==> config.mk <==
export PLATFORM = sky130hd
export DESIGN_NAME = edoctl_host
export DESIGN_NICKNAME = d
export VERILOG_FILES = /design/src/hdl/edoctl_pkg.sv /design/src/hdl/edoctl_host.sv
export SDC_FILE = /design/constraint.sdc
export NUM_CORES = 1
export LEC_CHECK = 0
export ABC_AREA = 1
export BUFFER_PORTS_ARGS = -buffer_cell sky130_fd_sc_hd__buf_2
export CAP_MARGIN = 25
export CORE_MARGIN = 1
export CORE_UTILIZATION = 45
export CTS_CLUSTER_SIZE = 25
export DETAILED_ROUTE_END_ITERATION = 16
export GPL_TIMING_DRIVEN = 0
export PLACE_DENSITY_LB_ADDON = 0.15
export SYNTH_ARGS = -nofsm -noshare
export SYNTH_HDL_FRONTEND = slang
export SYNTH_SLANG_ARGS = --single-unit
==> constraint.sdc <==
create_clock -name clk -period 8.9 [get_ports clk]
set_input_delay 0.445 -clock clk [delete_from_list [all_inputs] [get_ports clk]]
set_output_delay 0.445 -clock clk [all_outputs]
set_load 0.02 [all_outputs]
==> src/hdl/edoctl_pkg.sv <==
// Timing constants and types for the EXTENDED_DATA_OUT_PAGE DRAM host controller
package edoctl_pkg;
    localparam int unsigned CLK_MHZ      = 40;
    // Minimum times in ns, rounded up to whole cycles
    localparam int unsigned T_RP_NS      = 30;
    localparam int unsigned T_RAS_NS     = 50;
    localparam int unsigned T_RCD_NS     = 11;
    localparam int unsigned T_CAS_NS     = 8;
    localparam int unsigned T_CP_NS      = 8;
    localparam int unsigned T_RAC_NS     = 50;
    localparam int unsigned T_CAC_NS     = 13;
    localparam int unsigned T_CSR_NS     = 5;
    localparam int unsigned T_CHR_NS     = 8;
    localparam int unsigned T_WRP_NS     = 8;
    localparam int unsigned T_RPS_NS     = 90;
    localparam int unsigned T_OD_NS      = 12;
    localparam int unsigned T_RWD_NS     = 67;
    localparam int unsigned T_WP_NS      = 5;
    // Long times
    localparam int unsigned T_WAKE_US    = 100;
    localparam int unsigned T_RASS_US    = 100;
    localparam int unsigned T_RAS_MAX_NS = 10000;
    localparam int unsigned T_REF_MS     = 64;
    localparam int unsigned ROWS         = 4096;
    localparam int unsigned WAKE_CYCLES  = 8;

    function automatic int unsigned cyc_up(input int unsigned ns);
        int unsigned c;
        c = (ns * CLK_MHZ + 999) / 1000;
        return (c < 1) ? 1 : c;
    endfunction

    localparam int unsigned C_RP   = cyc_up(T_RP_NS);
    localparam int unsigned C_RAS  = cyc_up(T_RAS_NS);
    localparam int unsigned C_RCD  = cyc_up(T_RCD_NS);
    localparam int unsigned C_ACC  = cyc_up(T_RAC_NS) > cyc_up(T_CAC_NS) + C_RCD ?
                                     cyc_up(T_RAC_NS) - C_RCD : cyc_up(T_CAC_NS);
    localparam int unsigned C_CP   = cyc_up(T_CP_NS);
    localparam int unsigned C_CSR  = cyc_up(T_CSR_NS);
    localparam int unsigned C_CHR  = cyc_up(T_CHR_NS);
    localparam int unsigned C_WRP  = cyc_up(T_WRP_NS);
    localparam int unsigned C_RPS  = cyc_up(T_RPS_NS);
    localparam int unsigned C_OD   = cyc_up(T_OD_NS);
    localparam int unsigned C_RWD  = cyc_up(T_RWD_NS);
    localparam int unsigned C_WP   = cyc_up(T_WP_NS);
    localparam int unsigned C_RASMAX = T_RAS_MAX_NS * CLK_MHZ / 1000;
    // Defaults for long counts, overridable at the top
    localparam int unsigned C_WAKE = T_WAKE_US * CLK_MHZ;
    localparam int unsigned C_RASS = T_RASS_US * CLK_MHZ;
    localparam int unsigned C_RINT = T_REF_MS * 1000 * CLK_MHZ / ROWS;

    localparam int unsigned CNT_W  = 24;
    localparam int unsigned ADR_W  = 12;
    localparam int unsigned DQ_W   = 4;

    typedef enum logic [1:0] {EDOCTL_OP_READ, EDOCTL_OP_WRITE, EDOCTL_OP_RMW} edoctl_op_t;
endpackage

==> src/hdl/edoctl_host.sv <==
// Host controller driving an asynchronous EXTENDED_DATA_OUT_PAGE DRAM through its strobes
`timescale 1ns/1ps
`default_nettype none

// Function
// Wait power-up pause, then eight refresh cycles before any access.
// Repeat eight wake-up refreshes whenever refresh period was exceeded.
// Refresh every row within the refresh period via distributed refresh.
// Early write: write strobe low before column strobe; outputs stay open.
// Read-modify-write: write strobe after row, column delays; outputs show data.
// Missing both write timings leaves output undefined; never issued here.
// Output enable high, write strobe after column strobe gives late write.
// Column strobe low at row fall keeps old data; pulse it high first.
// Write data sampled at later of column or write strobe fall.
// With output enable held low no late or read-modify writes.
// Hold output enable high past disable delay before driving write data.
// Output enable back low with column low re-drives read data.
// Column strobe rising before output enable low keeps pins open.
// Device releases data within off-delay after last strobe rises.
// Refresh: column low before row falls, held low afterwards.
// Row strobe low no longer than the single-cycle maximum.
// Long column-first refresh enters self refresh; long row high exits.
// Write strobe held high around row fall during refresh.
// Page reads keep data a short hold after next column fall.
// Page data follows column rise; page cycle has a minimum time.
// Read data valid after row, address and column access limits.
// Write pulse while column high tri-states device outputs.
// Self refresh entered by refresh cycle then long row strobe low.
// Minimum times round up, maximum times round down, to clock cycles.
module edoctl_host #(
    parameter int unsigned WAKE_CYC = edoctl_pkg::C_WAKE, // power-up pause
    parameter int unsigned RASS_CYC = edoctl_pkg::C_RASS, // self refresh hold
    parameter int unsigned RINT_CYC = edoctl_pkg::C_RINT  // refresh interval
) (
    input  wire logic                           clk,       // 40 MHz clock
    input  wire logic                           rst_n,     // async reset
    input  wire logic                           req,       // access request
    input  wire edoctl_pkg::edoctl_op_t         req_op,    // access kind
    input  wire logic [2*edoctl_pkg::ADR_W-1:0] req_addr,  // row, column
    input  wire logic [edoctl_pkg::DQ_W-1:0]    req_wdata, // write data
    input  wire logic                           sleep,     // hold self refresh
    output logic                                ready,     // accepts req
    output logic                                rvalid,    // read data pulse
    output logic [edoctl_pkg::DQ_W-1:0]         rdata,     // read data
    output logic                                ras_n,     // row strobe
    output logic                                cas_n,     // column strobe
    output logic                                we_n,      // write strobe
    output logic                                oe_n,      // output enable
    output logic [edoctl_pkg::ADR_W-1:0]        addr,      // muxed address
    input  wire logic [edoctl_pkg::DQ_W-1:0]    dq_in,     // data pins in
    output logic [edoctl_pkg::DQ_W-1:0]         dq_out,    // data pins out
    output logic                                dq_oe_n    // low drives dq
);
    typedef enum logic [3:0] {
        S_WAKE, S_IDLE, S_PRE, S_RAS, S_CAS, S_ACC, S_WR, S_DRV, S_HOLD,
        S_CSR, S_CHR, S_SELF, S_RPS
    } edoctl_st_t;
    localparam int unsigned W = edoctl_pkg::CNT_W;

    ////////////////////////////////////////////////////////////////
    logic       r1_r, rst_sync_n;
    always_ff @(posedge clk or negedge rst_n) begin
        if (!rst_n) begin
            r1_r       <= 1'b0;
            rst_sync_n <= 1'b0;
        end else begin
            r1_r       <= 1'b1;
            rst_sync_n <= r1_r;
        end
    end

    ////////////////////////////////////////////////////////////////
    edoctl_st_t st_r, st_nxt;
    logic [W-1:0] cnt_r, cnt_nxt, rcnt_r, rcnt_nxt, ras_cnt_r, ras_cnt_nxt;
    logic [3:0] wk_r, wk_nxt;
    logic       woken_r, woken_nxt, rdue_r, rdue_nxt;
    edoctl_pkg::edoctl_op_t op_r, op_nxt;
    logic [2*edoctl_pkg::ADR_W-1:0] a_r, a_nxt;
    logic [edoctl_pkg::DQ_W-1:0] wd_r, wd_nxt, rd_r, rd_nxt;
    logic ras_nxt, cas_nxt, we_nxt, oe_nxt, dqo_nxt, rv_nxt, rdy_nxt;
    logic [edoctl_pkg::ADR_W-1:0] ad_nxt;

    function automatic logic [W-1:0] c(input int unsigned v);
        return W'(v);
    endfunction

    always_comb begin
        st_nxt = st_r; cnt_nxt = cnt_r; wk_nxt = wk_r; woken_nxt = woken_r;
        op_nxt = op_r; a_nxt = a_r; wd_nxt = wd_r; rd_nxt = rd_r;
        ras_nxt = ras_n; cas_nxt = cas_n; we_nxt = we_n; oe_nxt = oe_n;
        dqo_nxt = dq_oe_n; ad_nxt = addr; rv_nxt = 1'b0; rdy_nxt = 1'b0;
        ras_cnt_nxt = ras_n ? '0 : ras_cnt_r + 1'b1;
        // Distributed refresh interval, sticky due flag
        rcnt_nxt = (rcnt_r == c(RINT_CYC) - 1'b1) ? '0 : rcnt_r + 1'b1;
        rdue_nxt = rdue_r | (rcnt_r == c(RINT_CYC) - 1'b1);
        // Missed refresh long past due: force re-wake
        if (rdue_r && rcnt_r == c(RINT_CYC) - 1'b1 && woken_r && st_r != S_SELF) begin
            woken_nxt = 1'b0;
            wk_nxt    = '0;
        end
        if (cnt_r != '0) cnt_nxt = cnt_r - 1'b1;
        case (st_r)
            S_WAKE: if (cnt_r == '0) begin
                st_nxt = S_PRE; cnt_nxt = c(edoctl_pkg::C_RP);
            end
            S_IDLE: begin
                // Take only what ready announced; a refresh that fell due waits one access
                if (req && ready) begin
                    op_nxt = req_op; a_nxt = req_addr; wd_nxt = req_wdata;
                    st_nxt = S_PRE; cnt_nxt = c(edoctl_pkg::C_RP);
                end else if (!woken_r || rdue_r || sleep) begin
                    st_nxt = S_PRE; cnt_nxt = c(edoctl_pkg::C_RP);
                end else rdy_nxt = 1'b1;
            end
            S_PRE: begin
                // Row address settles two cycles (C_RP) ahead of the row strobe
                ad_nxt = a_r[2*edoctl_pkg::ADR_W-1:edoctl_pkg::ADR_W];
                if (cnt_r == '0) begin
                    if (!woken_r || rdue_r || sleep) begin
                        // Column first, write high well before row fall
                        cas_nxt = 1'b0; we_nxt = 1'b1;
                        st_nxt = S_CSR;
                        cnt_nxt = c(edoctl_pkg::C_CSR > edoctl_pkg::C_WRP ? edoctl_pkg::C_CSR : edoctl_pkg::C_WRP);
                    end else begin
                        ras_nxt = 1'b0; st_nxt = S_RAS; cnt_nxt = c(edoctl_pkg::C_RCD);
                        // Write strobe low before column fall: early write
                        we_nxt = (op_r != edoctl_pkg::EDOCTL_OP_WRITE);
                        oe_nxt = (op_r == edoctl_pkg::EDOCTL_OP_WRITE);
                    end
                end
            end
            S_RAS: begin
                // Column address a cycle before the column strobe, row held meanwhile
                ad_nxt = a_r[edoctl_pkg::ADR_W-1:0];
                if (cnt_r == '0) begin
                    // Column fall only from precharged state
                    cas_nxt = 1'b0;
                    dqo_nxt = (op_r != edoctl_pkg::EDOCTL_OP_WRITE); // data ready at column fall
                    st_nxt = S_ACC; cnt_nxt = c(edoctl_pkg::C_ACC);
                end
            end
            S_ACC: if (cnt_r == '0) begin
                if (op_r == edoctl_pkg::EDOCTL_OP_WRITE) begin
                    st_nxt = S_HOLD; cnt_nxt = c(edoctl_pkg::C_CP);
                end else begin
                    // Access limits met, capture
                    rd_nxt = dq_in;
                    if (op_r == edoctl_pkg::EDOCTL_OP_READ) begin
                        rv_nxt = 1'b1; st_nxt = S_HOLD; cnt_nxt = c(edoctl_pkg::C_CP);
                    end else begin
                        // Output enable high before driving
                        oe_nxt = 1'b1; st_nxt = S_WR; cnt_nxt = c(edoctl_pkg::C_OD);
                    end
                end
            end
            S_WR: if (cnt_r == '0) begin
                // Late write strobe, row delay long past
                dqo_nxt = 1'b0; we_nxt = 1'b0; rv_nxt = 1'b1;
                st_nxt = S_DRV; cnt_nxt = c(edoctl_pkg::C_RWD);
            end
            S_DRV: if (cnt_r == '0) begin
                st_nxt = S_HOLD; cnt_nxt = c(edoctl_pkg::C_CP);
            end
            S_HOLD: if (cnt_r == '0 && ras_cnt_r >= c(edoctl_pkg::C_RAS)) begin
                // Both strobes rise; we release dq too
                ras_nxt = 1'b1; cas_nxt = 1'b1; we_nxt = 1'b1; oe_nxt = 1'b1;
                dqo_nxt = 1'b1; st_nxt = S_IDLE; cnt_nxt = c(edoctl_pkg::C_RP);
            end
            S_CSR: if (cnt_r == '0) begin
                ras_nxt = 1'b0; st_nxt = S_CHR;
                cnt_nxt = c(edoctl_pkg::C_RAS);
            end
            S_CHR: if (cnt_r == '0) begin
                if (sleep && woken_r && !rdue_r) begin
                    st_nxt = S_SELF; cnt_nxt = c(RASS_CYC);
                end else begin
                    ras_nxt = 1'b1; cas_nxt = 1'b1;
                    // A wrap in this very cycle keeps the flag set
                    rdue_nxt = (rcnt_r == c(RINT_CYC) - 1'b1);
                    if (!woken_r) begin
                        wk_nxt = wk_r + 1'b1;
                        if (wk_r == 4'(edoctl_pkg::WAKE_CYCLES - 1)) woken_nxt = 1'b1;
                    end
                    st_nxt = S_IDLE; cnt_nxt = c(edoctl_pkg::C_RP);
                end
            end
            S_SELF: if (cnt_r == '0 && !sleep) begin
                ras_nxt = 1'b1; cas_nxt = 1'b1; rdue_nxt = 1'b0; rcnt_nxt = '0;
                st_nxt = S_RPS; cnt_nxt = c(edoctl_pkg::C_RPS);
            end
            S_RPS: if (cnt_r == '0) st_nxt = S_IDLE;
            default: st_nxt = S_IDLE;
        endcase
        // Row strobe low bound outside self refresh
        if (!ras_n && st_r != S_SELF && ras_cnt_r >= c(edoctl_pkg::C_RASMAX - 1)) begin
            ras_nxt = 1'b1; cas_nxt = 1'b1; we_nxt = 1'b1; oe_nxt = 1'b1;
            dqo_nxt = 1'b1; st_nxt = S_IDLE; cnt_nxt = c(edoctl_pkg::C_RP);
        end
        if (st_nxt == S_IDLE && cnt_nxt != '0) rdy_nxt = 1'b0;
    end
    always_ff @(posedge clk or negedge rst_sync_n) begin
        if (!rst_sync_n) begin
            st_r <= S_WAKE; cnt_r <= c(WAKE_CYC); wk_r <= '0; woken_r <= 1'b0;
            rcnt_r <= '0; rdue_r <= 1'b0; ras_cnt_r <= '0;
            op_r <= edoctl_pkg::EDOCTL_OP_READ; a_r <= '0; wd_r <= '0; rd_r <= '0;
            ras_n <= 1'b1; cas_n <= 1'b1; we_n <= 1'b1; oe_n <= 1'b1;
            addr <= '0; dq_out <= '0; dq_oe_n <= 1'b1;
            rvalid <= 1'b0; rdata <= '0; ready <= 1'b0;
        end else begin
            st_r <= st_nxt; cnt_r <= cnt_nxt; wk_r <= wk_nxt; woken_r <= woken_nxt;
            rcnt_r <= rcnt_nxt; rdue_r <= rdue_nxt; ras_cnt_r <= ras_cnt_nxt;
            op_r <= op_nxt; a_r <= a_nxt; wd_r <= wd_nxt; rd_r <= rd_nxt;
            ras_n <= ras_nxt; cas_n <= cas_nxt; we_n <= we_nxt; oe_n <= oe_nxt;
            addr <= ad_nxt; dq_out <= wd_nxt; dq_oe_n <= dqo_nxt;
            rvalid <= rv_nxt; rdata <= rd_nxt; ready <= rdy_nxt;
        end
    end
    ////////////////////////////////////////////////////////////////
    a_cbr_we_high: assert property (@(posedge clk) disable iff (!rst_sync_n)
        (!cas_n && $fell(ras_n)) |-> we_n ##1 we_n)
        else $error("write strobe low at refresh row fall");
    a_ras_max_low: assert property (@(posedge clk) disable iff (!rst_sync_n)
        (st_r != S_SELF && !ras_n) |-> ras_cnt_r < c(edoctl_pkg::C_RASMAX))
        else $error("row strobe low too long");
    a_cas_high_ras: assert property (@(posedge clk) disable iff (!rst_sync_n)
        ($fell(ras_n) && !cas_n) |-> $past(!cas_n, 1) && st_r == S_CHR)
        else $error("row fell with column low outside refresh");
    a_no_wake_acc: assert property (@(posedge clk) disable iff (!rst_sync_n)
        (!woken_r) |-> !(st_r == S_RAS))
        else $error("access before wake-up done");
    a_od_before_drv: assert property (@(posedge clk) disable iff (!rst_sync_n)
        $fell(dq_oe_n) && op_r == edoctl_pkg::EDOCTL_OP_RMW |-> $past(oe_n, 2))
        else $error("data driven before output disabled");
    a_early_we: assert property (@(posedge clk) disable iff (!rst_sync_n)
        ($fell(cas_n) && op_r == edoctl_pkg::EDOCTL_OP_WRITE && !ras_n) |-> !we_n && oe_n)
        else $error("early write without write strobe low");
    a_rps_exit: assert property (@(posedge clk) disable iff (!rst_sync_n)
        (st_r == S_SELF && st_nxt == S_RPS) |=> ras_n [*3])
        else $error("self refresh exit too short");
    a_up_round: assert property (@(posedge clk) disable iff (!rst_sync_n)
        $rose(ras_n) && st_r == S_IDLE |-> $past(ras_cnt_r) + 1'b1 >= c(edoctl_pkg::C_RAS))
        else $error("row strobe pulse below minimum");
endmodule // edoctl_host

`default_nettype wire

# Word-level counts from Yosys, hierarchy flattened
# Cells that the tools add are included.
[word_totals] reg_bits=137 latchBits=0 ramBits=0 romBits=0 inputBits=38 output_inout_bits=27 elab_cells=183 n_memories=0
[classes] n_addsub=4 n_mul=0 n_div=0 order_cmp=2 n_eq_ne=30 n_shift=0 muxes=87 bitwise=2 reduce_logical=37
[op_table] operator="two-way mux 24 bit" n=14
[op_table] operator="case mux 24 bit (7 select lines)" n=1
[op_table] operator="two-way mux 4 bit" n=23
[op_table] operator="adder 24 x 1 -> 24 bit, second input constant" n=2
[op_table] operator="case mux 4 bit (12 select lines)" n=1
[op_table] operator="nonzero test 24 bit" n=2
[op_table] operator="two-way mux 1 bit" n=39
[op_table] operator="!= test 3 bit, second input constant" n=13
[op_table] operator="== test 24 x 10 -> 1 bit, second input constant" n=1
[op_table] operator="greater-or-equal comparator 24 x 2 -> 1 bit, second input constant" n=1
[op_table] operator="greater-or-equal comparator 24 x 9 -> 1 bit, second input constant" n=1
[op_table] operator="zero test 24 bit" n=1
[op_table] operator="case mux 12 bit (2 select lines)" n=1
[op_table] operator="subtractor 24 x 1 -> 24 bit, second input constant" n=1
[op_table] operator="== test 4 bit, second input constant" n=5
[op_table] operator="== test 4 x 3 -> 1 bit, second input constant" n=4
[op_table] operator="AND reduction 8 bit" n=2
[op_table] operator="two-way mux 12 bit" n=1
[op_table] operator="nonzero test 4 bit" n=3
[op_table] operator="nonzero test 6 bit" n=2
[op_table] operator="logical AND 1 bit" n=11
[op_table] operator="case mux 1 bit (5 select lines)" n=2
[op_table] operator="case mux 1 bit (3 select lines)" n=3
[op_table] operator="== test 4 x 1 -> 1 bit, second input constant" n=2
[op_table] operator="19 further kinds" n=26

# Depth between registers and ports, before layout
[depth] depth_word=10 ltp_mapped=18 ltp_nobuf=16

# Worst setup path before layout
# Ideal clock, no wire load.
[synth_path] path_type="reg2reg" start="reg cnt_r[0]" end="reg ready" setup_time_ns=0.074 arrival_ns=2.198 t_required_ns=8.826 slack_ns=6.628 path_stages_with_launch=17 n_path_buf=2 synth_period_minus_slack_ns=2.272 path_cell_list="dfrtp_1 inv_1 ha_1 buf_2 nand2_2 nor2_4 nand3_2 buf_2 ha_1 inv_1 nand2_1 nand2_1 a21oi_1 nand2_1 nor2_1 nand2_1 a21oi_2"
[synth_between] elab_chain_len=9 elab_cells_between_ends=33 classes_between="add/sub (1); eq/ne (1); mux (25); reduce/logical (6)"
[synth_lines] element="start: declaration" line_no="edoctl_host.sv:74" rtl="logic [W-1:0] cnt_r, cnt_nxt, rcnt_r, rcnt_nxt, ras_cnt_r, ras_cnt_nxt;"
[synth_lines] element="start signal: assignment" line_no="edoctl_host.sv:210" rtl="st_r <= st_nxt; cnt_r <= cnt_nxt; wk_r <= wk_nxt; woken_r <= woken_nxt;"
[synth_lines] element="subtractor 24 x 1 -> 24 bit or nonzero test 24 bit (tied branches)" line_no="edoctl_host.sv:101" rtl="if (cnt_r != '0) cnt_nxt = cnt_r - 1'b1;"
[synth_lines] element="two-way mux 24 bit" line_no="edoctl_host.sv:101"
[synth_lines] element="two-way mux 24 bit" line_no="edoctl_host.sv:111" rtl="end else if (!woken_r || rdue_r || sleep) begin"
[synth_lines] element="two-way mux 24 bit" line_no="edoctl_host.sv:108" rtl="if (req && ready) begin"
[synth_lines] element="case mux 24 bit (7 select lines)" line_no="edoctl_host.sv:102" rtl="case (st_r)"
[synth_lines] element="two-way mux 24 bit" line_no="edoctl_host.sv:195" rtl="if (!ras_n && st_r != S_SELF && ras_cnt_r >= c(edoctl_pkg::C_RASMAX - 1)) begin"
[synth_lines] element="nonzero test 24 bit" line_no="edoctl_host.sv:199" rtl="if (st_nxt == S_IDLE && cnt_nxt != '0) rdy_nxt = 1'b0;"
[synth_lines] element="logical AND 1 bit *" line_no="edoctl_host.sv:199"
[synth_lines] element="two-way mux 1 bit *" line_no="edoctl_host.sv:199"
[synth_lines] element="net rdy_nxt" line_no="edoctl_host.sv:80" rtl="logic ras_nxt, cas_nxt, we_nxt, oe_nxt, dqo_nxt, rv_nxt, rdy_nxt;"
[synth_lines] element="end signal: assignment" line_no="edoctl_host.sv:215" rtl="rvalid <= rv_nxt; rdata <= rd_nxt; ready <= rdy_nxt;"
[synth_lines] element="end: declaration" line_no="edoctl_host.sv:42" rtl="output logic ready,"
# Mark *: on every way through the listed nets, which the timed path passes. The rest lies on a longest branch.
# A chain may end at the register's enable or synchronous reset.

# Worst setup path in the final report
# Same ends and word-level chain as after synthesis.

==> results.cfg <==
[sta]
fin_tns_setup_ns = 0
final.min_clock_period_ns = 3.04
drv_slew = 0
tightest_slew_ns = 0.866
skew_ns = 0.0106
hold_ws_ns = 0.241
period_share = 0.341
fmax_ghz = 0.329
setup_viol = 0
finalHoldViolations = 0
rsz0062_at_grt = false
slew-limit-headroom = 0.422

[worst_setup_path]
cp-end-kind = flip-flop
max_stage_delay_ns = 0.49
crit_family = simple AND/OR/NAND/NOR gates
crit_required_ns = 9.25
path_depth = 16
path_cells = inv_1 > ha_1 > buf_2 > nand2_2 > nor2_1 > nand3_1 > inv_1 > clkbuf_1 > nor2_1 > nand3_1 > nand2_1 > nor2_1 > nand2_1 > nor2_1 > nand2_1 > a21oi_2
reg2reg_depth = 16
crit_path_end = ready$_DFF_PN0_
crit_start = cnt_r[0]$_DFF_PN0_
r2r_start = cnt_r[0]$_DFF_PN0_
critical_path_arrival_ns = 3.39
cp-start-kind = flip-flop
r2r_setup_slack_ns = 5.86
cp_max_fo = 10
worst-path-buf-inv = 4
r2r_end = ready$_DFF_PN0_
crit_path_top_delay_cell = clkbuf_1
critPathKind = flip-flop to flip-flop
path_common_cell = nor2_1

[synth]
synth_seq_cells = 137
synth_cell_types = 49
yosysMostFrequentCell = nand2_1
synth_ff_type = dfrtp_1
synth_area_um2 = 7650
syn_area_per_cell_um2 = 7.80
postSynthCellCount = 981
synth_top_area_frac = 0.412
synthTopCellsByCount = nand2_1, nor2_1, dfrtp_1
synth_warnings = 0
synth-edff-count = 0
ys_async_sr_fraction = 1.00
synth_area_leader_cell = dfrtp_1
syn-num-nets = 1027
synth.area.top_cells = dfrtp_1, nand2_1, nor2_1
ys_seq_area_frac = 0.450

[clocking]
htreeDepth = 4
clk_pin_slew_worst_paths_ns = 0.07
cts_root_buf = clkbuf_16
cts_tree = yes
clockBufferDepth = 2
cts_buffers = 17
cts.sinks = 137
cts_hold_buf = 1
cts_resized = 0
post_cts_buffers = 0
clock_latency_ns = 0.43

[final_layout]
nNetsFinal = 1112
drive_gt1_frac = 0.172
num_antenna_cells = 0
multiInputGateArea_um2 = 3670
syn_to_final_growth_pct = 16.2
regArea_um2 = 3450
nFillCells = 1608

[hold_path]
hold_class = input pin to flip-flop

[floorplanning]
floorplan.rows = 47
die_width_um = 132
core-area_um2 = 16600
ios = 65
fp.dieH_um = 132
start_util = 0.461
die_area_um2 = 17500

[route]
wl_met2_mm = 8.45
m1WireLength_mm = 8.33
post-route-drc-count = 0
highest_layer = met4
firstDrtPassIters = 5
wl_met3_um = 860
drt-initial-drc-count = 561
routed_wl_mm = 17.9
routed-via-count = 6654
routedWlPerCell_um = 13.8
route.antenna.remaining_nets = 0
via_per_inst = 5.12

[pwr]
pwr-share-comb = 0.382
p_leak_uw = 0.00461
p_sw_uw = 1050
power_frac_clock = 0.277
pwr-share-seq = 0.340
internal_power_uw = 1510
swShare = 0.410
powerDensity_nw_per_um2 = 289
peakVddDrop_uv = 193

[place]
portBuffers = 64
place.gp.congestion = 0.924
hpwl_mm = 13.0

[grt]
grt_max_degree = 70
globalRouteOverflowTotal = 0
grt.total_usage = 0.220
antenna_found_initial = 0
grt_pass1_wl_mm = 30.9
grt_pass1_vias = 6504

[outcome]
outcome = finished, final reports clean

[flow_run]
drv_cap = 0
power by group through the flow:
stage | clock network [uW] | registers (uW) | logic, uW
2_1_floorplan | 0 | 917 | 691
3_3_place_gp | 0 | 890 | 962
3_5_place_dp | 0 | 883 | 976
4_1_cts | 731 | 874 | 982
5_1_grt | 757 | 892 | 1130
6_report | 712 | 874 | 981
area by class of cell:
type                    count  share of cell area
clock buffers              17              0.0478
flip-flops and latches    137               0.388
repair buffers             66              0.0402
plain buffers              20              0.0108
multi-input cells         706               0.413
clock inverters            15              0.0200
well taps                 220              0.0310
inverters                 118              0.0498
how the worst min path moves through the flow:
| stage | to | cells after the start | start |
|---|---|---|---|
| after floorplan | r1_r$_DFF_PN0_ | 0 | rst_n |
| after global placement | r1_r$_DFF_PN0_ | 1 | rst_n |
| after detailed placement | r1_r$_DFF_PN0_ | 1 | rst_n |
| after CTS | a_r[6]$_DFFE_PN0P_ | 2 | req_addr[6] |
| after global routing | a_r[18]$_DFFE_PN0P_ | 2 | req_addr[18] |
| final | a_r[6]$_DFFE_PN0P_ | 2 | req_addr[6] |
layer usage:
metal | vias to the layer above | GRT usage
met3 | 21 | 0.0515
met2 | 167 | 0.359
met1 | 3108 | 0.290
li1 | 3358 | -
met5 | - | 0
met4 | 0 | 0.0702
state kept, by name (all words and copies together), names as in the netlist, 4 cells and up:
| signal | count |
|---|---|
| ras_cnt_r | 24 |
| wd_r | 4 |
| rd_r | 4 |
| a_r | 24 |
| addr | 12 |
| st_r | 4 |
| cnt_r | 24 |
| wk_r | 4 |
| rcnt_r | 24 |
cells by family after synthesis:
kind of cell | synth area share
xor+xnor | 0.0298
mux | 0.0471
compound gates | 0.0752
other cells | 0.000490
buf+inv | 0.0705
fa+ha+maj | 0.0131
flops | 0.450
simple gates | 0.314
placed cells by master (no fill, tap or decap), drive strengths merged, types with 7 or more instances in the layout:
cell      n
ha        8
buf      75
clkbuf   27
nor2    169
nand3    79
o211ai    7
nand2   230
o21ai    40
dfrtp   126
nor4     12
dfstp    11
nand4    18
a21oi    31
nor3     21
inv     125
xnor2     8
xor2     18
mux2     32
through the flow:
step	area, um2	utilization	total power [uW]	worst slack [ns]	std cells
6_report	8890	0.536	2570	5.86	1299
5_1_grt	8890	0.536	2770	5.49	1299
4_1_cts	8890	0.536	2590	5.88	1299
3_5_place_dp	8280	0.499	1860	5.90	1266
3_3_place_gp	8250	0.497	1850	3.15	1265
2_1_floorplan	7650	-	1610	4.82	981
Power figures use the tool's default switching activity.
